$ cat config.mk
export PLATFORM = sky130hd
export DESIGN_NAME = dv_formatter_control
export DESIGN_NICKNAME = d
export VERILOG_FILES = /design/src/inc/dvf_pkg.sv /design/src/logic/dv_formatter_control.sv
export VERILOG_INCLUDE_DIRS = /design/src /design/src/inc
export SDC_FILE = /design/constraint.sdc
export NUM_CORES = 1
export LEC_CHECK = 0
export ABC_AREA = 1
export ABC_CLOCK_PERIOD_IN_PS = 3200
export BUFFER_PORTS_ARGS = -buffer_cell sky130_fd_sc_hd__buf_2
export CORE_AREA = 2 2 200 202
export CTS_CLUSTER_SIZE = 40
export DETAILED_ROUTE_END_ITERATION = 6
export DIE_AREA = 0 0 202 204
export SLEW_MARGIN = 15
export SYNTH_ARGS = -nofsm -noshare
export SYNTH_HDL_FRONTEND = slang
export SYNTH_SLANG_ARGS = --single-unit
export TNS_END_PERCENT = 30
$ cat constraint.sdc
create_clock -name clk_i -period 3.2 [get_ports clk_i]
set_input_delay 0.8 -clock clk_i [delete_from_list [all_inputs] [get_ports clk_i]]
set_output_delay 0.8 -clock clk_i [all_outputs]
set_load 0.01 [all_outputs]
$ cat src/inc/dvf_regs.svh
// Purpose: Constants for the DV formatter control register bank.
// Assumes: Classic Wishbone, 32-bit data, 50 MHz clk_i.
// Notes:   Only bits 10 to 31 of the control word are held here.
`ifndef DVF_REGS_SVH
`define DVF_REGS_SVH
`define DVF_CTRL_OFS     8'hf0
`define DVF_RXFIFO_OFS   8'hf4
`define DVF_TXFIFO_OFS   8'hf8
`define DVF_STAT_OFS     8'hfc
`define DVF_B_RELEASE    10
`define DVF_B_TSINS      11
`define DVF_B_VSTD       12
`define DVF_B_STRIP      16
`define DVF_B_MODE_LO    18
`define DVF_B_RXDST      24
`define DVF_B_TXSRC      25
`define DVF_B_RXFL       26
`define DVF_B_TXFL       27
`define DVF_B_SUB        28
`define DVF_B_HDRINS     31
`define DVF_CTRL_RESET   32'h0000_1000
`define DVF_CTRL_RWMASK  32'h930d_1c00
`endif

$ cat src/inc/dvf_pkg.sv
// Purpose: Types for the DV formatter control bank.
// Assumes: Nothing.
// Notes:   Mode code zero is DV.
package dvf_pkg;
  typedef enum logic [1:0] {
    MODE_DV,
    MODE_ONE,
    MODE_TWO,
    MODE_THREE
  } op_mode_t;
  typedef enum {
    GATE_IDLE,
    GATE_OUT_SEEN,
    GATE_OPEN
  } gate_state_t;
endpackage

$ cat src/logic/dv_formatter_control.sv
// Purpose: DV formatter control word, FIFO path selection and read gating.
// Assumes: Classic Wishbone slave, one-wait-state ack; strobes synchronous.
// Notes:   FIFOs are two-entry buffers; framing logic lies outside this bank.
//
// The Wishbone interface to the registers and the address map were left to the implementer.
`timescale 1ns/1ps
`include "dvf_regs.svh"
module dv_formatter_control
  import dvf_pkg::*;
(
  input  wire logic        clk_i,
  input  wire logic        rst_i,
  input  wire logic        cyc_i,
  input  wire logic        stb_i,
  input  wire logic        we_i,
  input  wire logic [7:0]  adr_i,
  input  wire logic [3:0]  sel_i,
  input  wire logic [31:0] dat_i,
  output logic      [31:0] dat_o,
  output logic             ack_o,
  input  wire logic [31:0] rx_data_i,
  input  wire logic        rx_valid_i,
  output logic             rx_ready_o,
  input  wire logic        output_frame_strobe_i,
  input  wire logic        input_frame_strobe_i,
  input  wire logic        bulk_output_enable_i,
  output logic      [31:0] port_rd_data_o,
  output logic             port_rd_valid_o,
  input  wire logic [31:0] port_wr_data_i,
  input  wire logic        port_wr_valid_i,
  output logic             port_wr_ready_o,
  output logic      [31:0] tx_data_o,
  output logic             tx_valid_o,
  input  wire logic        tx_ready_i,
  output logic             video_standard_select_o,
  output logic             timestamp_insert_enable_o,
  output logic             receive_header_strip_o,
  output logic             transmit_header_insert_o,
  output logic             video_sub_mode_o,
  output logic [1:0]       mode_code_o,
  output logic             dv_mode_o
);

  // ----------------------------------------
  // Bus decode
  // ----------------------------------------
  logic [31:0]   ctrl_ff;
  logic [31:0]   wmask;
  logic          req;
  logic          wr_ctrl;
  logic          host_rx_pop;
  logic          host_tx_push;
  logic          rx_flush_ff;
  logic          tx_flush_ff;
  logic [31:0]   rx_q [2];
  logic [1:0]    rx_cnt_ff;
  logic          rx_rp_ff;
  logic          rx_wp_ff;
  logic [1:0]    nxt_rx_cnt;
  logic [31:0]   tx_q [2];
  logic [1:0]    tx_cnt_ff;
  logic          tx_rp_ff;
  logic          tx_wp_ff;
  gate_state_t   gate_ff;
  logic          gate_open;
  logic          rx_push;
  logic          rx_pop;
  logic          tx_push;
  logic          tx_pop;
  logic          port_pop;
  logic          rx_dst;
  logic          tx_src;
  logic [31:0]   tx_in;

  function automatic logic [31:0] lane_mask(input logic [3:0] s);
    lane_mask = {{8{s[3]}}, {8{s[2]}}, {8{s[1]}}, {8{s[0]}}};
  endfunction

  assign req          = cyc_i && stb_i && !ack_o;
  assign wmask        = lane_mask(sel_i) & `DVF_CTRL_RWMASK;
  assign wr_ctrl      = req && we_i && adr_i == `DVF_CTRL_OFS;
  assign rx_dst       = ctrl_ff[`DVF_B_RXDST];
  assign tx_src       = ctrl_ff[`DVF_B_TXSRC];
  assign host_rx_pop  = req && !we_i && adr_i == `DVF_RXFIFO_OFS && !rx_dst;
  assign host_tx_push = req && we_i && adr_i == `DVF_TXFIFO_OFS && !tx_src;

  always_ff @(posedge clk_i) begin
    if (rst_i) begin
      ack_o <= 1'b0;
    end else begin
      ack_o <= req;
    end
  end

  // ----------------------------------------
  // Control word
  // ----------------------------------------
  always_ff @(posedge clk_i) begin
    if (rst_i) begin
      ctrl_ff <= `DVF_CTRL_RESET;
    end else if (wr_ctrl) begin
      ctrl_ff <= (ctrl_ff & ~wmask) | (dat_i & wmask);
    end
  end

  // Flush pulses last one cycle; the bits lie outside the writable mask, so they never read back as set
  always_ff @(posedge clk_i) begin
    if (rst_i) begin
      rx_flush_ff <= 1'b0;
      tx_flush_ff <= 1'b0;
    end else begin
      rx_flush_ff <= wr_ctrl && sel_i[3] && dat_i[`DVF_B_RXFL];
      tx_flush_ff <= wr_ctrl && sel_i[3] && dat_i[`DVF_B_TXFL];
    end
  end

  always_ff @(posedge clk_i) begin
    if (rst_i) begin
      video_standard_select_o   <= 1'b1;
      timestamp_insert_enable_o <= 1'b0;
      receive_header_strip_o    <= 1'b0;
      transmit_header_insert_o  <= 1'b0;
      video_sub_mode_o          <= 1'b0;
      mode_code_o               <= 2'h0;
      dv_mode_o                 <= 1'b1;
    end else begin
      video_standard_select_o   <= ctrl_ff[`DVF_B_VSTD];
      timestamp_insert_enable_o <= ctrl_ff[`DVF_B_TSINS];
      receive_header_strip_o    <= ctrl_ff[`DVF_B_STRIP];
      transmit_header_insert_o  <= ctrl_ff[`DVF_B_HDRINS];
      video_sub_mode_o          <= ctrl_ff[`DVF_B_SUB];
      mode_code_o               <= ctrl_ff[`DVF_B_MODE_LO +: 2];
      dv_mode_o                 <= op_mode_t'(ctrl_ff[`DVF_B_MODE_LO +: 2]) == MODE_DV;
    end
  end

  // ----------------------------------------
  // Read data
  // ----------------------------------------
  always_ff @(posedge clk_i) begin
    if (rst_i) begin
      dat_o <= 32'h0;
    end else if (req && !we_i) begin
      case (adr_i)
        `DVF_CTRL_OFS:   dat_o <= ctrl_ff & `DVF_CTRL_RWMASK;
        `DVF_RXFIFO_OFS: dat_o <= (!rx_dst && rx_cnt_ff != 2'h0) ? rx_q[rx_rp_ff] : 32'h0;
        `DVF_STAT_OFS:   dat_o <= {26'h0, gate_open, tx_cnt_ff, rx_cnt_ff, rx_dst};
        default:         dat_o <= 32'h0;
      endcase
    end else begin
      dat_o <= 32'h0;
    end
  end

  // ----------------------------------------
  // Receive buffer
  // ----------------------------------------
  // Sub-mode 1 keeps only headers in registers outside, so nothing is queued
  assign rx_push    = rx_valid_i && rx_ready_o && rx_cnt_ff != 2'h2 && !video_sub_mode_o;
  assign port_pop   = rx_dst && gate_open && bulk_output_enable_i && rx_cnt_ff != 2'h0;
  assign rx_pop     = rx_cnt_ff != 2'h0 && (host_rx_pop || port_pop);
  assign nxt_rx_cnt = rx_flush_ff ? 2'h0 : rx_cnt_ff + {1'b0, rx_push} - {1'b0, rx_pop};

  // Ready looks one count ahead so it can stay a flop without overfilling
  always_ff @(posedge clk_i) begin
    if (rst_i) begin
      rx_ready_o <= 1'b1;
    end else begin
      rx_ready_o <= nxt_rx_cnt != 2'h2 || ctrl_ff[`DVF_B_SUB];
    end
  end

  always_ff @(posedge clk_i) begin
    if (rst_i || rx_flush_ff) begin
      rx_cnt_ff <= 2'h0;
      rx_rp_ff  <= 1'b0;
      rx_wp_ff  <= 1'b0;
    end else begin
      rx_cnt_ff <= rx_cnt_ff + {1'b0, rx_push} - {1'b0, rx_pop};
      rx_rp_ff  <= rx_rp_ff ^ rx_pop;
      rx_wp_ff  <= rx_wp_ff ^ rx_push;
    end
  end

  always_ff @(posedge clk_i) begin
    if (rx_push) begin
      rx_q[rx_wp_ff] <= rx_data_i;
    end
  end

  // ----------------------------------------
  // Gated release toward the port
  // ----------------------------------------
  always_ff @(posedge clk_i) begin
    if (rst_i) begin
      gate_ff <= GATE_IDLE;
    end else begin
      case (gate_ff)
        GATE_IDLE:     if (output_frame_strobe_i) gate_ff <= GATE_OUT_SEEN;
        GATE_OUT_SEEN: if (input_frame_strobe_i) gate_ff <= GATE_OPEN;
        GATE_OPEN:     if (!bulk_output_enable_i && output_frame_strobe_i) begin
          gate_ff <= GATE_OUT_SEEN;
        end
        default:       gate_ff <= GATE_IDLE;
      endcase
    end
  end

  assign gate_open = !(ctrl_ff[`DVF_B_RELEASE] && dv_mode_o) || gate_ff == GATE_OPEN;

  always_ff @(posedge clk_i) begin
    if (rst_i) begin
      port_rd_valid_o <= 1'b0;
      port_rd_data_o  <= 32'h0;
    end else begin
      port_rd_valid_o <= port_pop;
      port_rd_data_o  <= port_pop ? rx_q[rx_rp_ff] : 32'h0;
    end
  end

  // ----------------------------------------
  // Transmit buffer
  // ----------------------------------------
  // Sub-mode 1 sends empty packets only, so payload is not accepted
  assign tx_in   = tx_src ? port_wr_data_i : dat_i;
  assign tx_push = tx_cnt_ff != 2'h2 && !video_sub_mode_o
                   && (tx_src ? port_wr_valid_i && port_wr_ready_o : host_tx_push);
  assign tx_pop  = tx_valid_o && tx_ready_i;

  always_ff @(posedge clk_i) begin
    if (rst_i) begin
      port_wr_ready_o <= 1'b0;
    end else begin
      port_wr_ready_o <= tx_src && !video_sub_mode_o && tx_cnt_ff == 2'h0;
    end
  end

  always_ff @(posedge clk_i) begin
    if (rst_i || tx_flush_ff) begin
      tx_cnt_ff <= 2'h0;
      tx_rp_ff  <= 1'b0;
      tx_wp_ff  <= 1'b0;
    end else begin
      tx_cnt_ff <= tx_cnt_ff + {1'b0, tx_push} - {1'b0, tx_pop};
      tx_rp_ff  <= tx_rp_ff ^ tx_pop;
      tx_wp_ff  <= tx_wp_ff ^ tx_push;
    end
  end

  always_ff @(posedge clk_i) begin
    if (tx_push) begin
      tx_q[tx_wp_ff] <= tx_in;
    end
  end

  always_ff @(posedge clk_i) begin
    if (rst_i || tx_flush_ff) begin
      tx_valid_o <= 1'b0;
      tx_data_o  <= 32'h0;
    end else if (!tx_valid_o || tx_ready_i) begin
      tx_valid_o <= tx_cnt_ff > {1'b0, tx_pop};
      tx_data_o  <= tx_q[tx_rp_ff ^ tx_pop];
    end
  end

  // ----------------------------------------
  // Checks
  // ----------------------------------------
  reset_value_a: assert property (@(posedge clk_i) $fell(rst_i) |->
    ctrl_ff == `DVF_CTRL_RESET) else $error("Control word reset value wrong");
  std_reset_a: assert property (@(posedge clk_i) rst_i |=> video_standard_select_o)
    else $error("Video standard not NTSC after reset");
  reserved_zero_a: assert property (@(posedge clk_i) disable iff (rst_i)
    (ctrl_ff & ~`DVF_CTRL_RWMASK) == 32'h0) else $error("Reserved bit set");
  rx_flush_a: assert property (@(posedge clk_i) disable iff (rst_i)
    wr_ctrl && sel_i[3] && dat_i[`DVF_B_RXFL] |=> ##1 rx_cnt_ff == 2'h0 && !rx_flush_ff)
    else $error("Receive flush failed");
  tx_flush_a: assert property (@(posedge clk_i) disable iff (rst_i)
    wr_ctrl && sel_i[3] && dat_i[`DVF_B_TXFL] |=> ##1 tx_cnt_ff == 2'h0 && !tx_flush_ff)
    else $error("Transmit flush failed");
  port_gate_a: assert property (@(posedge clk_i) disable iff (rst_i)
    port_rd_valid_o |-> $past(rx_dst) && $past(bulk_output_enable_i))
    else $error("Port read without destination or enable");
  release_free_a: assert property (@(posedge clk_i) disable iff (rst_i)
    !ctrl_ff[`DVF_B_RELEASE] && rx_dst && bulk_output_enable_i && rx_cnt_ff != 2'h0
    |=> port_rd_valid_o) else $error("Ungated read not released");
  release_order_a: assert property (@(posedge clk_i) disable iff (rst_i)
    ctrl_ff[`DVF_B_RELEASE] && dv_mode_o && gate_ff == GATE_IDLE |-> !port_pop)
    else $error("Gated read before strobes");
  host_rx_block_a: assert property (@(posedge clk_i) disable iff (rst_i)
    rx_dst && req && !we_i && adr_i == `DVF_RXFIFO_OFS |=> dat_o == 32'h0)
    else $error("Host read of port FIFO returned data");
  host_tx_block_a: assert property (@(posedge clk_i) disable iff (rst_i)
    !tx_src && port_wr_valid_i && !host_tx_push |=> tx_cnt_ff <= $past(tx_cnt_ff))
    else $error("Port write accepted with host source");
  dv_decode_a: assert property (@(posedge clk_i) disable iff (rst_i)
    ##1 dv_mode_o == ($past(ctrl_ff[`DVF_B_MODE_LO +: 2]) == 2'h0))
    else $error("Mode decode wrong");
  vstd_map_a: assert property (@(posedge clk_i) disable iff (rst_i)
    ##1 video_standard_select_o == $past(ctrl_ff[`DVF_B_VSTD]))
    else $error("Video standard output does not follow control");
  rx_sub_keep_a: assert property (@(posedge clk_i) disable iff (rst_i)
    video_sub_mode_o |=> rx_cnt_ff <= $past(rx_cnt_ff))
    else $error("Receive FIFO grew in header-only sub-mode");
  tx_sub_keep_a: assert property (@(posedge clk_i) disable iff (rst_i)
    video_sub_mode_o |=> tx_cnt_ff <= $past(tx_cnt_ff))
    else $error("Transmit FIFO grew in empty-packet sub-mode");
  port_src_a: assert property (@(posedge clk_i) disable iff (rst_i)
    tx_src && port_wr_valid_i && port_wr_ready_o && !video_sub_mode_o
    && tx_cnt_ff == 2'h0 && !tx_flush_ff |=> tx_cnt_ff == 2'h1)
    else $error("Port write not taken with port source");
endmodule

**Word-level counts from Yosys, hierarchy flattened**

Memory sizes are Yosys's and may differ from the RTL's. A register that Yosys moved wholly into a read port is not among the register bits.
Index checks and enable logic that the tools add are counted.

- Bits in writable memories: 128
- Bits in read-only memories: 0
- Bits of input ports: 119
- Latch bits: 0
- Word-level logic and storage cells: 117
- Bits in registers: 151
- Memories: 2

- Equal/unequal tests: 13
- Muxes and demuxes: 14
- Divide/modulo/power cells: 0
- $lt $le $gt $ge: 1
- Bitwise logic cells: 10
- Multiply operators: 0
- Reductions and logical operators: 49
- Shift operators: 0
- $add $sub $neg: 4

Memories:

| name | words | width | rd ports | clocked after Yosys merged registers in | write ports | RTL line | source |
|---|---|---|---|---|---|---|---|
| rx_q | 2 | 32 | 1 | 1 | 1 | dv_formatter_control.sv:55 | `logic [31:0] rx_q [2];` |
| tx_q | 2 | 32 | 1 | 1 | 1 | dv_formatter_control.sv:60 | `logic [31:0] tx_q [2];` |

Operator list:

| kind | number |
|---|---|
| 32-bit case mux with 3 select lines | 2 |
| 32-bit two-way mux | 5 |
| 32-bit AND | 2 |
| 32-bit by 1-bit equality test with 1-bit output (second input constant) | 1 |
| 32-bit by 2-bit equality test with 1-bit output (second input constant) | 1 |
| 32-bit by 3-bit equality test with 1-bit output (second input constant) | 1 |
| 8-bit equality test (second input constant) | 4 |
| 32-bit zero test | 1 |
| 32-bit inverter | 1 |
| 32-bit bitwise OR | 1 |
| 1-bit logical AND | 28 |
| 2-bit inequality test (second input constant) | 6 |
| 1-bit zero test | 8 |
| 1-bit logical OR | 6 |
| 1-bit two-way mux | 6 |
| 2-bit by 1-bit adder with 2-bit output | 2 |
| 2-bit zero test | 2 |
| 2-bit OR reduction | 2 |
| 2-bit by 1-bit subtractor with 2-bit output | 2 |
| 1-bit bitwise XOR | 4 |
| 3-bit AND reduction | 1 |
| 2-bit by 1-bit greater-than comparator with 1-bit output | 1 |
| 2-bit two-way mux | 1 |
| 1-bit inverter | 2 |
| 2-bit nonzero test | 1 |

**Logic depth before layout (Yosys ltp)**

Gate-level depths: netlist of the first run.

- Word-level depth: 12
- Mapped depth: 13

**Worst setup path after synthesis of the first run**

OpenSTA, ideal clock, no wires.

- Path type: input port to flip-flop
- Start: input port cyc_i
- End: memory tx_q[1][0] (enable)
- Setup time: 0.392 ns
- Data arrival time: 2.255 ns
- Path slack: 0.553 ns
- Cell stages on the path: 9
- Path buffers: 0
- Cell sequence: nand2_1 nor2_1 inv_1 nor2_4 nand3_1 nand2_1 nand2_1 inv_1 ha_1

- Longest elaborated chain between the ends: 9

Ends and longest elaborated chain:

| what | RTL line | source |
|---|---|---|
| start, declared | dv_formatter_control.sv:13 | `input wire logic cyc_i,` |
| 1-bit logical AND (2 in series) | dv_formatter_control.sv:79 | `assign req = cyc_i && stb_i && !ack_o;` |
| 1-bit logical AND | dv_formatter_control.sv:85 | `` assign host_tx_push = req && we_i && adr_i == `DVF_TXFIFO_OFS && !tx_src; `` |
| 1-bit logical AND (no line) | - |  |
| 1-bit logical AND | dv_formatter_control.sv:85 |  |
| 1-bit two-way mux | dv_formatter_control.sv:227 | `&& (tx_src ? port_wr_valid_i && port_wr_ready_o : host_tx_push);` |
| 1-bit logical AND | dv_formatter_control.sv:227 |  |
| 1-bit two-way mux | dv_formatter_control.sv:251 | `if (tx_push) begin` |
| 1-bit two-way mux (not written as such) | dv_formatter_control.sv:252 | `tx_q[tx_wp_ff] <= tx_in;` |
| end, declared | dv_formatter_control.sv:60 |  |

No other way between the ends.

**Final worst setup path of the first run**

- Start: input port cyc_i
- End: register tx_cnt_ff[1]

- Longest elaborated chain between the ends: 9

Ends and longest elaborated chain:

| what | RTL line | source |
|---|---|---|
| 1-bit logical AND (2 in series) | dv_formatter_control.sv:79 |  |
| 1-bit logical AND | dv_formatter_control.sv:85 |  |
| 1-bit logical AND (no line) | - |  |
| 1-bit logical AND | dv_formatter_control.sv:85 |  |
| 1-bit two-way mux | dv_formatter_control.sv:227 |  |
| 1-bit logical AND | dv_formatter_control.sv:227 |  |
| 2-bit by 1-bit adder with 2-bit output | dv_formatter_control.sv:244 | `tx_cnt_ff <= tx_cnt_ff + {1'b0, tx_push} - {1'b0, tx_pop};` |
| 2-bit by 1-bit subtractor with 2-bit output | dv_formatter_control.sv:244 |  |
| end signal, assigned | dv_formatter_control.sv:244 |  |
| end, declared | dv_formatter_control.sv:61 | `logic [1:0] tx_cnt_ff;` |

No other way between the ends.
A chain may end at the register's enable or synchronous reset.

==> results of run 1 <==
## final timing paths
check | start | to | slack, ns | cells past startpoint
setup / recovery | cyc_i | tx_cnt_ff[1]$_SDFF_PP0_ | 1.14 | 14
setup reg to reg | rx_cnt_ff[0]$_SDFF_PP0_ | rx_q[1][28]$_DFFE_PP_ | 1.15 | 4
hold / removal | rx_data_i[8] | rx_q[0][8]$_DFFE_PP_ | 0.42 | 1
hold reg to reg | register | mode_code_o[0]$_SDFF_PP0_ | 0.47 | 2
## area by class of cell
cell class / count / area (um^2) / area share, %
Clock inverter: 17 / 178 / 1.43
Tap cell: 525 / 657 / 5.30
Inverter: 90 / 339 / 2.73
Multi-Input combinational cell: 536 / 2660 / 21.4
Sequential cell: 259 / 6470 / 52.2
Antenna cell: 3 / 7.51 / 0.0606
Timing Repair Buffer: 239 / 1250 / 10.1
Clock buffer: 39 / 836 / 6.74
## flip-flops by register name, indices dropped and copies added, names as in the netlist, 2 cells and up, named ones only
signal / flops
tx_q: 64
mode_code_o: 2
tx_cnt_ff: 2
dat_o: 32
rx_q: 64
port_rd_data_o: 32
gate_ff: 2
tx_data_o: 32
rx_cnt_ff: 2
## per-stage QoR
| step | instances | power (mW) | hold slack, ns |
|---|---|---|---|
| global placement | 1649 | 4.48 | 0.456 |
| detailed placement | 1649 | 4.50 | 0.461 |
| floorplan | 919 | 4.21 | 0.425 |
| finish | 1708 | 7.84 | 0.421 |
| global route | 1705 | 8.20 | 0.396 |
| CTS | 1705 | 7.98 | 0.392 |
## layer usage
| metal | global-route usage [%] | vias to the layer above | wire (um) |
|---|---|---|---|
| li1 | - | 3459 | - |
| met1 | 14.0 | 3192 | 10300 |
| met2 | 21.0 | 219 | 12000 |
| met3 | 4.91 | 43 | 2400 |
| met4 | 2.63 | 4 | 514 |
| met5 | 0 | - | 30 |
## worst register-to-register path, cell delays in order (launching register included)
cell	delay [ns]
sky130_fd_sc_hd__dfxtp_1	0.41
sky130_fd_sc_hd__nor2_1	0.07
sky130_fd_sc_hd__nor4_1	0.47
sky130_fd_sc_hd__ha_2	0.30
sky130_fd_sc_hd__buf_4	0.40
## layout by cell type, fill, tap and decap left out, types with 5 or more instances in the layout
master,count
sky130_fd_sc_hd__nand2_1,232
sky130_fd_sc_hd__inv_6,5
sky130_fd_sc_hd__ha_1,5
sky130_fd_sc_hd__dfxtp_1,129
sky130_fd_sc_hd__nor2_1,82
sky130_fd_sc_hd__or2_2,33
sky130_fd_sc_hd__a21oi_1,19
sky130_fd_sc_hd__clkinv_2,6
sky130_fd_sc_hd__nand3_1,84
sky130_fd_sc_hd__nor2_2,10
sky130_fd_sc_hd__inv_1,83
sky130_fd_sc_hd__o21ai_0,11
sky130_fd_sc_hd__nand2_2,5
sky130_fd_sc_hd__edfxtp_1,128
sky130_fd_sc_hd__clkbuf_1,5
sky130_fd_sc_hd__buf_4,11
sky130_fd_sc_hd__clkbuf_16,31
sky130_fd_sc_hd__mux2i_1,25
sky130_fd_sc_hd__buf_2,226
## cells by family (layout without fill, tap and decap cells)
| group | after synthesis | in the layout | share of synthesized area (%) |
|---|---|---|---|
| compound gates | 33 | 33 | 1.74 |
| fa+ha+maj | 9 | 9 | 1.17 |
| flops | 259 | 259 | 67.2 |
| mux | 25 | 25 | 2.60 |
| xor+xnor | 3 | 3 | 0.273 |
| other cells | 0 | 3 | 0 |
| buf+inv | 124 | 385 | 5.39 |
| simple gates | 466 | 466 | 21.7 |
## power breakdown
group	switching, mW	leakage (nW)	internal (mW)	total [mW]
clock	1.40	0.501	2.03	3.43
combinational	0.444	2.88	0.245	0.689
sequential	0.0587	2.24	3.66	3.72
total	1.91	5.62	5.94	7.84
==> results.md, run 1 <==
| Group | Quantity | Reported |
| --- | --- | --- |
| synth | Area fraction of the dominant cell type after synthesis | 39.9% |
| die | Area enclosed by the die boundary | 41200 um^2 |
| critical path | Crit Path Max Fanout | 5 |
| critical path | Arrival time reported for the critical path endpoint | 2.54 ns |
| clock tree | Hold-fix buffers at CTS | 0 |
| placed design | IO Port Bufs | 226 |
| placed design | Weighted congestion reported at the end of routability-driven placement | 0.720 |
| critical path | Critical Path, Cell by Cell | buf_2 -> nand2_1 -> nor2_1 -> inv_1 -> nor2_4 -> nand3_1 -> nand2_1 -> nand2_1 -> ha_1 -> inv_1 -> ha_1 -> xnor2_1 -> o21ai_0 -> a21oi_1 |
| critical path | Crit path capture type | register |
| sta | Worst clock skew | 0.0145 ns |
| run status | Run status | finished clean |
| clock tree | Clock insertion delay at the later pin of the skew report | 0.56 ns |
| drt | Number of DRC markers after the initial detailed-route iteration | 258 |
| drt | Vias post-DR | 6917 |
| critical path | Kind of cell with the highest combined delay on the critical path | simple AND/OR/NAND/NOR gates |
| placed design | DPL Wire Length | 18.0 mm |
| placed design | Minimum setup slack after placement | 0.526 ns |
| drt | Post-detailed-routing wire length | 25.3 mm |
| synth | Proportion of synthesized chip area in sequential cells | 67.2% |
| finish | Design Area, Final | 12400 um^2 |
| sta | Endpoints failing hold | 0 |
| sta | Fmax | 485 MHz |
| global routing | Number of antenna violations at the first check in global routing | 5 |
| sta | Aggregate negative setup slack | 0 ns |
| power | Total power per unit cell area | 633 nW/um^2 |
| finish | Synth-to-Final Area Change | 28.8% |
| finish | Post-route core utilization | 31.6% |
| clock tree | Number of buffers inserted by post-CTS setup repair | 0 |
| critical path | Longest individual stage delay on the worst path | 0.29 ns |
| synth | Most common cell in the synthesized netlist | sky130_fd_sc_hd__nand2_1 |
| sta | Remaining max-slew budget at the tightest pin | 35.4% |
| global routing | Global Route Usage Sum | 12.1% |
| drt | Vias/cell | 4.05 |
| die | Overall die height | 204 um |
| global routing | Residual overflow from global routing | 0 |
| sta | RSZ-0062 raised after global routing | false |
| synth | Post-synth top flop | sky130_fd_sc_hd__dfxtp_1 |
| sta | Crit path setup slack, layout | 1.14 ns |
| synth | Post-Synthesis Cell Area | 9630 um^2 |
| global routing | Wire length of the first global-routing pass | 38.7 mm |
| synth | Avg Inst Size Synth | 10.5 um^2 |
| job | Number of maximum-capacitance constraint violations | 0 |
| critical path | Crit Path Class | in2reg |
| die | Horizontal extent of the die | 202 um |
| global routing | Largest net degree at the start of global routing | 65 |
| die | # IOs | 228 |
| drt | Number of DRC violations after detailed routing | 0 |
| placed design | Cell area after placement | 11400 um^2 |
| critical path | Highest-delay cell along the critical path | sky130_fd_sc_hd__ha_1 |
| synth | Most frequent cells after synthesis | 232 x sky130_fd_sc_hd__nand2_1, 131 x sky130_fd_sc_hd__dfxtp_1, 128 x sky130_fd_sc_hd__edfxtp_1, 84 x sky130_fd_sc_hd__nand3_1, 83 x sky130_fd_sc_hd__inv_1 |
| synth | Leading cell types by total area after synthesis | sky130_fd_sc_hd__edfxtp_1 40%, sky130_fd_sc_hd__dfxtp_1 27%, sky130_fd_sc_hd__nand2_1 9.0%, sky130_fd_sc_hd__nand3_1 4.4%, sky130_fd_sc_hd__inv_1 3.2% |
| power | Standby leakage power | 5.62 nW |
| die | Effective utilization at floorplan | 24.6% |
| drt | Number of nets with antenna violations after detailed routing | 0 |
| clock tree | Post-CTS clock slew at the launch and capture registers of the worst setup and hold paths | 0.06 ns |
| synth | Gate Count Post-Synth | 919 |
| global routing | Number of global-route vias before repair | 6952 |
| synth | Count of flip-flops with a built-in enable after synthesis | 128 |
| synth | Ys Warns | 0 |
| sta | Count of final max-slew check failures | 0 |
| drt | First drt pass iteration count | 4 |
| clock tree | Clock sinks | 259 |
| sta | Portion of the clock cycle consumed by the worst path in the final layout | 64.5% |
| die | Core outline area | 39200 um^2 |
| clock tree | Cell at the root of the clock tree | sky130_fd_sc_hd__clkbuf_16 |
| critical path | Crit path launch type | input pin |
| sta | Final count of negative-setup-slack endpoints | 0 |
| clock tree | # H-tree levels | 1 |
| synth | Top cell type by total area after synthesis | sky130_fd_sc_hd__edfxtp_1 |
| critical path | Required time at the endpoint of the critical path | 3.68 ns |
| clock tree | CTS tree | done |
| critical path | Cell occurring most often along the worst timing path | sky130_fd_sc_hd__nand2_1 |
| min path | Class of the tightest hold or removal check | in2reg |
| finish | Number of filler cells placed in the layout | 4029 |
| drt | Routed wirelength normalized by instance count | 14.8 um |
| clock tree | TritonCTS Buffers | 30 |
| synth | Synthesis-stage register bit count | 259 |
| critical path | Buffering stage count on the worst path with inverters included | 3 |
| power | VDD IR max | 0.452 mV |
| die | Number of standard-cell rows in the floorplan | 73 |
| synth | Net count after synthesis | 1047 |
| sta | Slew @ Worst Pin | 0.968 ns |
| clock tree | Count of instances resized after the clock tree is built | 0 |
| synth | Yosys cell types | 36 |
| finish | Number of nets in the layout | 1284 |
| clock tree | CTS max path bufs | 3 |
| finish | Layout cell share with drive strength beyond 1 | 30.3% |
| sta | Post-layout min period | 2.06 ns |
| synth | Post-synth ARST share | 0% |
Note: power is estimated with default switching activity, not from simulation.
==> inputs of run 2 (changes only) <==
--- a/config.mk
+++ b/config.mk
@@ -7,7 +7,7 @@
 export NUM_CORES = 1
 export LEC_CHECK = 0
 export ABC_AREA = 1
-export ABC_CLOCK_PERIOD_IN_PS = 3200
+export ABC_CLOCK_PERIOD_IN_PS = 2000
 export BUFFER_PORTS_ARGS = -buffer_cell sky130_fd_sc_hd__buf_2
 export CORE_AREA = 2 2 200 202
 export CTS_CLUSTER_SIZE = 40
==> constraint.sdc (replaced) <==
create_clock -name clk_i -period 2 [get_ports clk_i]
set_input_delay 0.5 -clock clk_i [delete_from_list [all_inputs] [get_ports clk_i]]
set_output_delay 0.5 -clock clk_i [all_outputs]
set_load 0.01 [all_outputs]
==> results.md, run 2 (synthesis results as in run 1) <==
| Group | Quantity | Reported |
| --- | --- | --- |
| clock tree | TritonCTS Buffers | 29 |
| sta | Aggregate negative setup slack | 0 ns |
| drt | Number of DRC violations after detailed routing | 0 |
| die | Horizontal extent of the die | 202 um |
| drt | Vias post-DR | 6990 |
| sta | Endpoints failing hold | 0 |
| clock tree | Clock insertion delay at the later pin of the skew report | 0.57 ns |
| drt | Routed wirelength normalized by instance count | 14.8 um |
| critical path | Required time at the endpoint of the critical path | 2.47 ns |
| run status | Run status | finished clean |
| clock tree | Number of buffers inserted by post-CTS setup repair | 0 |
| finish | Area taken by multi-input logic gates | 2710 um^2 |
| placed design | Minimum setup slack after placement | -0.192 ns |
| global routing | Global routing met2 resource utilization | 21.2% |
| power | Net switching power | 2.99 mW |
| finish | Design Area, Final | 12600 um^2 |
| clock tree | # H-tree levels | 1 |
| die | Area enclosed by the die boundary | 41200 um^2 |
| global routing | Number of global-route vias before repair | 7024 |
| min path | Hold Crit Depth | 1 |
| die | Core outline area | 39200 um^2 |
| critical path | Crit path capture type | register |
| finish | Number of filler cells placed in the layout | 4002 |
| global routing | Global routing usage on met3 | 4.46% |
| clock tree | Cell at the root of the clock tree | sky130_fd_sc_hd__clkbuf_16 |
| sta | Crit path setup slack, layout | 0.144 ns |
| global routing | Most used routing layer | met2 |
| placed design | DPL Wire Length | 18.4 mm |
| critical path | Logic depth of the worst register-to-register path | 10 |
| sta | Remaining max-slew budget at the tightest pin | 71.2% |
| power | Switching part of the total | 24.2% |
| power | Int Pwr | 9.35 mW |
| critical path | Crit path launch type | register |
| clock tree | Count of instances resized after the clock tree is built | 0 |
| clock tree | Hold-fix buffers at CTS | 0 |
| min path | Class of the tightest hold or removal check | in2reg |
| finish | Sequential cell area | 6470 um^2 |
| drt | Vias/cell | 4.05 |
| sta | Slew @ Worst Pin | 0.432 ns |
| power | Clk network pwr share | 42.3% |
| power | Total power per unit cell area | 977 nW/um^2 |
| finish | Fin cells | 1728 |
| job | Number of maximum-capacitance constraint violations | 0 |
| sta | Final count of negative-setup-slack endpoints | 0 |
| critical path | Reg-to-reg slack, setup | 0.14 ns |
| finish | Post-route core utilization | 32.2% |
| placed design | Cell area after placement | 11700 um^2 |
| power | Fraction of power consumed by sequential logic | 48.2% |
| global routing | Largest net degree at the start of global routing | 65 |
| clock tree | Post-CTS clock slew at the launch and capture registers of the worst setup and hold paths | 0.07 ns |
| placed design | Weighted congestion reported at the end of routability-driven placement | 0.777 |
| sta | Count of final max-slew check failures | 0 |
| critical path | Arrival time reported for the critical path endpoint | 2.33 ns |
| sta | Post-layout min period | 1.86 ns |
| finish | Synth-to-Final Area Change | 31.2% |
| clock tree | Clock sinks | 259 |
| placed design | Number of placed instances with taps included | 1672 |
| power | Standby leakage power | 5.73 nW |
| min path | Hold endpoint | rx_q[1][22]$_DFFE_PP_ |
| global routing | Number of antenna violations at the first check in global routing | 5 |
| die | Number of standard-cell rows in the floorplan | 73 |
| drt | Post-detailed-routing wire length | 25.7 mm |
| drt | First drt pass iteration count | 4 |
| critical path | Reg-to-reg endpoint | tx_cnt_ff[1]$_SDFF_PP0_ |
| die | # IOs | 228 |
| global routing | Met1 Use GR | 14.5% |
| clock tree | CTS max path bufs | 3 |
| sta | Hold WS | 0.121 ns |
| power | Total chip power | 12.3 mW |
| drt | Number of nets with antenna violations after detailed routing | 0 |
| die | Overall die height | 204 um |
| min path | Hold wc startpoint | rx_data_i[22] |
| finish | Biggest registers after layout | rx_q (64), tx_q (64) |
| global routing | Global Route Usage Sum | 12.3% |
| clock tree | CTS tree | done |
| critical path | Crit Path Class | reg2reg |
| sta | Worst clock skew | 0.0244 ns |
| finish | Highest-count cells in the layout ignoring fill and taps | 229 x sky130_fd_sc_hd__nand2_1, 226 x sky130_fd_sc_hd__buf_2, 128 x sky130_fd_sc_hd__dfxtp_1, 128 x sky130_fd_sc_hd__edfxtp_1 |
| finish | Number of nets in the layout | 1306 |
| global routing | Wire length of the first global-routing pass | 39.1 mm |
| die | Effective utilization at floorplan | 24.6% |
| global routing | Residual overflow from global routing | 0 |
| power | VDD IR max | 0.776 mV |
| power | Combinational group share of total power | 9.5% |
| finish | Layout cell share with drive strength beyond 1 | 32.1% |
| critical path | Crit Path Max Fanout | 7 |
| sta | Portion of the clock cycle consumed by the worst path in the final layout | 92.8% |
| finish | Commonest non-fill, non-tap cell in the layout | sky130_fd_sc_hd__nand2_1 |
| placed design | IO Port Bufs | 226 |
| drt | Number of DRC markers after the initial detailed-route iteration | 326 |
| sta | RSZ-0062 raised after global routing | false |
| sta | Fmax | 539 MHz |
-- run 2: cell count changes in the layout (fill, tap and decap cells not counted), moves of 3 or more --
cell,delta
sky130_fd_sc_hd__nand2_2,+3
sky130_fd_sc_hd__clkinv_2,-3
sky130_fd_sc_hd__nand2_1,-3
sky130_fd_sc_hd__buf_12,+7
sky130_fd_sc_hd__nor2_1,-3
sky130_fd_sc_hd__buf_4,+16
sky130_fd_sc_hd__nor2_2,+3
-- run 2: worst max-delay path by stage --
stage | cells past startpoint | to | startpoint
after floorplan | 3 | rx_q[1][0]$_DFFE_PP_ | rx_valid_i
after global placement | 13 | tx_cnt_ff[1]$_SDFF_PP0_ | adr_i[1]
after detailed placement | 13 | tx_cnt_ff[1]$_SDFF_PP0_ | adr_i[1]
after CTS | 11 | rx_ready_o$_SDFF_PP1_ | register
after global routing | 13 | rx_cnt_ff[1]$_SDFF_PP0_ | gate_ff[1]$_SDFFE_PP0P_
final | 10 | tx_cnt_ff[1]$_SDFF_PP0_ | register
-- run 2: area by class of cell --
cell class / instances / share of cell area (%)
Clock buffer: 41 / 6.59
Timing Repair Buffer: 262 / 12.0
Inverter: 90 / 2.68
Multi-Input combinational cell: 536 / 21.4
Antenna cell: 2 / 0.0396
Tap cell: 525 / 5.20
Clock inverter: 13 / 0.872
Sequential cell: 259 / 51.2
-- run 2: layer usage --
layer | routed length [um] | share of wire (%)
met1 | 10800 | 42
met2 | 12200 | 48
met3 | 2080 | 8.1
met4 | 558 | 2.2
met5 | 34 | 0.13
-- run 2: worst max-delay path, cell delays in order, from the launching register on --
cell,delay [ns]
sky130_fd_sc_hd__dfxtp_2,0.32
sky130_fd_sc_hd__clkinv_1,0.15
sky130_fd_sc_hd__a21oi_1,0.07
sky130_fd_sc_hd__a211oi_1,0.23
sky130_fd_sc_hd__nand2_2,0.10
sky130_fd_sc_hd__ha_1,0.28
sky130_fd_sc_hd__inv_1,0.04
sky130_fd_sc_hd__ha_1,0.18
sky130_fd_sc_hd__xnor2_1,0.21
sky130_fd_sc_hd__o21ai_1,0.09
sky130_fd_sc_hd__a21oi_1,0.11
-- run 2: power groups by stage --
stage | logic [mW] | clock network, mW | registers (mW)
after global placement | 1.17 | 0 | 6.06
final | 1.17 | 5.21 | 5.95
after detailed placement | 1.19 | 0 | 6.07
after global routing | 1.34 | 5.61 | 5.98
after floorplan | 0.624 | 0 | 6.11
after CTS | 1.20 | 5.41 | 5.96
==> inputs of run 3 (changes only) <==
--- a/config.mk
+++ b/config.mk
@@ -8,7 +8,7 @@
 export LEC_CHECK = 0
 export ABC_AREA = 1
 export ABC_CLOCK_PERIOD_IN_PS = 2000
-export BUFFER_PORTS_ARGS = -buffer_cell sky130_fd_sc_hd__buf_2
+export BUFFER_PORTS_ARGS = -buffer_cell sky130_fd_sc_hd__buf_4
 export CORE_AREA = 2 2 200 202
 export CTS_CLUSTER_SIZE = 40
 export DETAILED_ROUTE_END_ITERATION = 6
==> results.md, run 3 (synthesis results as in run 1) <==
| Group | Quantity | Reported |
| --- | --- | --- |
| sta | Worst clock skew | 0.0234 ns |
| sta | Post-layout min period | 1.85 ns |
| critical path | Arrival time reported for the critical path endpoint | 2.28 ns |
| power | Clk network pwr share | 41.7% |
| clock tree | Post-CTS clock slew at the launch and capture registers of the worst setup and hold paths | 0.06 ns |
| placed design | Minimum setup slack after placement | -0.175 ns |
| power | Switching part of the total | 23.6% |
| finish | Area taken by multi-input logic gates | 2710 um^2 |
| finish | Number of nets in the layout | 1304 |
| critical path | Kind of cell with the highest combined delay on the critical path | adder cells |
| critical path | Highest-delay cell along the critical path | sky130_fd_sc_hd__dfxtp_1 |
| power | Net switching power | 2.94 mW |
| global routing | Global Route Usage Sum | 12.2% |
| global routing | Number of antenna violations at the first check in global routing | 1 |
| placed design | Weighted congestion reported at the end of routability-driven placement | 0.758 |
| global routing | Wire length of the first global-routing pass | 38.9 mm |
| clock tree | Clock insertion delay at the later pin of the skew report | 0.56 ns |
| die | Number of standard-cell rows in the floorplan | 73 |
| placed design | DPL Wire Length | 18.6 mm |
| sta | Portion of the clock cycle consumed by the worst path in the final layout | 92.6% |
| clock tree | Cell at the root of the clock tree | sky130_fd_sc_hd__clkbuf_16 |
| run status | Run status | finished clean |
| global routing | Residual overflow from global routing | 0 |
| die | Area enclosed by the die boundary | 41200 um^2 |
| drt | Number of nets with antenna violations after detailed routing | 0 |
| finish | Number of filler cells placed in the layout | 3962 |
| critical path | Crit Path Class | reg2reg |
| clock tree | CTS tree | done |
| sta | Fmax | 540 MHz |
| finish | Sequential cell area | 6470 um^2 |
| sta | RSZ-0062 raised after global routing | true |
| drt | Vias post-DR | 6894 |
| power | Combinational group share of total power | 10.3% |
| critical path | Longest individual stage delay on the worst path | 0.39 ns |
| sta | Count of final max-slew check failures | 0 |
| clock tree | Hold-fix buffers at CTS | 0 |
| finish | Highest-count cells in the layout ignoring fill and taps | 250 x sky130_fd_sc_hd__buf_4, 231 x sky130_fd_sc_hd__nand2_1, 128 x sky130_fd_sc_hd__dfxtp_1, 128 x sky130_fd_sc_hd__edfxtp_1 |
| die | Overall die height | 204 um |
| critical path | Critical Path, Cell by Cell | inv_1 -> nor4_2 -> inv_1 -> ha_1 -> inv_1 -> ha_1 -> inv_1 -> xor2_1 -> nand4_1 |
| finish | Post-route core utilization | 33.7% |
| clock tree | TritonCTS Buffers | 29 |
| critical path | Required time at the endpoint of the critical path | 2.43 ns |
| global routing | Largest net degree at the start of global routing | 55 |
| power | Fraction of power consumed by sequential logic | 48.0% |
| drt | Post-detailed-routing wire length | 25.6 mm |
| clock tree | Clock sinks | 259 |
| drt | First drt pass iteration count | 4 |
| placed design | Cell area after placement | 12200 um^2 |
| power | VDD IR max | 0.650 mV |
| drt | Routed wirelength normalized by instance count | 14.9 um |
| sta | Endpoints failing hold | 0 |
| min path | Class of the tightest hold or removal check | in2reg |
| die | # IOs | 228 |
| sta | Final count of negative-setup-slack endpoints | 0 |
| critical path | Crit path launch type | register |
| global routing | Number of global-route vias before repair | 7065 |
| critical path | Cell occurring most often along the worst timing path | sky130_fd_sc_hd__inv_1 |
| finish | Biggest registers after layout | rx_q (64), tx_q (64) |
| placed design | IO Port Bufs | 226 |
| critical path | Buffering stage count on the worst path with inverters included | 4 |
| finish | Total inserted antenna cells | 0 |
| critical path | Crit Path Max Fanout | 2 |
| critical path | Reg-to-reg slack, setup | 0.15 ns |
| clock tree | CTS max path bufs | 3 |
| power | Total power per unit cell area | 942 nW/um^2 |
| sta | Slew @ Worst Pin | 0.452 ns |
| sta | Crit path setup slack, layout | 0.147 ns |
| die | Core outline area | 39200 um^2 |
| drt | Vias/cell | 4.00 |
| job | Number of maximum-capacitance constraint violations | 0 |
| finish | Layout cell share with drive strength beyond 1 | 32.2% |
| sta | Remaining max-slew budget at the tightest pin | 69.8% |
| finish | Commonest non-fill, non-tap cell in the layout | sky130_fd_sc_hd__buf_4 |
| drt | Number of DRC violations after detailed routing | 0 |
| die | Horizontal extent of the die | 202 um |
| finish | Design Area, Final | 13200 um^2 |
| power | Total chip power | 12.4 mW |
| clock tree | # H-tree levels | 1 |
| power | Int Pwr | 9.49 mW |
| finish | Fin cells | 1724 |
| critical path | Crit path capture type | register |
| finish | Synth-to-Final Area Change | 37.1% |
| die | Effective utilization at floorplan | 24.6% |
| placed design | Number of placed instances with taps included | 1670 |
| power | Standby leakage power | 5.85 nW |
| drt | Number of DRC markers after the initial detailed-route iteration | 318 |
==> run 3: changes by cell type in the layout (fill, tap and decap cells not counted), moves of 2 or more <==
cell,before,now
sky130_fd_sc_hd__buf_2,226,0
sky130_fd_sc_hd__buf_4,27,250
sky130_fd_sc_hd__clkbuf_8,4,7
sky130_fd_sc_hd__clkinv_1,5,2
sky130_fd_sc_hd__clkinv_2,3,6
sky130_fd_sc_hd__clkinv_4,1,3
sky130_fd_sc_hd__diode_2,2,0
sky130_fd_sc_hd__inv_6,4,2
sky130_fd_sc_hd__nand2_1,229,231
sky130_fd_sc_hd__nand2_2,8,6
==> run 3: cell type report <==
cell class	instances	share of cell area, %
Clock buffer	42	6.40
Tap cell	525	4.98
Inverter	90	2.57
Clock inverter	12	0.806
Multi-Input combinational cell	536	20.5
Sequential cell	259	49.0
Timing Repair Buffer	260	15.7
==> run 3: power groups by stage <==
stage	logic (mW)	registers, mW	clock network (mW)
after floorplan	0.624	6.11	0
after global placement	1.28	6.07	0
after detailed placement	1.30	6.08	0
after CTS	1.31	5.97	5.38
after global routing	1.44	5.99	5.57
final	1.28	5.96	5.19
==> run 3: worst paths after layout <==
path	from	endpoint	cells past startpoint
worst max-delay path	rx_ready_o$_SDFF_PP1_	rx_ready_o$_SDFF_PP1_	9
worst min-delay path	rx_data_i[13]	rx_q[0][13]$_DFFE_PP_	1
worst max register to register	rx_ready_o$_SDFF_PP1_	rx_ready_o$_SDFF_PP1_	9
worst min register to register	register	timestamp_insert_enable_o$_SDFF_PP0_	2
==> run 3: per-stage QoR <==
stage	TNS, ns	hold slack, ns
global route	-0.00204	0.0936
detailed placement	-2.92	0.447
CTS	0	0.0894
floorplan	-12.98	0.425
finish	0	0.124
global placement	-1.06	0.449
==> run 3: metal layers <==
metal | routed length (um) | GRT usage, % | up-vias
met1 | 10500 | 13.9 | 3143
li1 | - | - | 3498
met2 | 12200 | 21.1 | 207
met5 | 10 | 0 | -
met4 | 620 | 3.26 | 2
met3 | 2300 | 4.77 | 44
==> run 3: timing repair <==
item / CTS / global route
endpoints found under the setup margin: 0 / 3
gates resized for setup: 0 / 8
setup buffers: 0 / 0
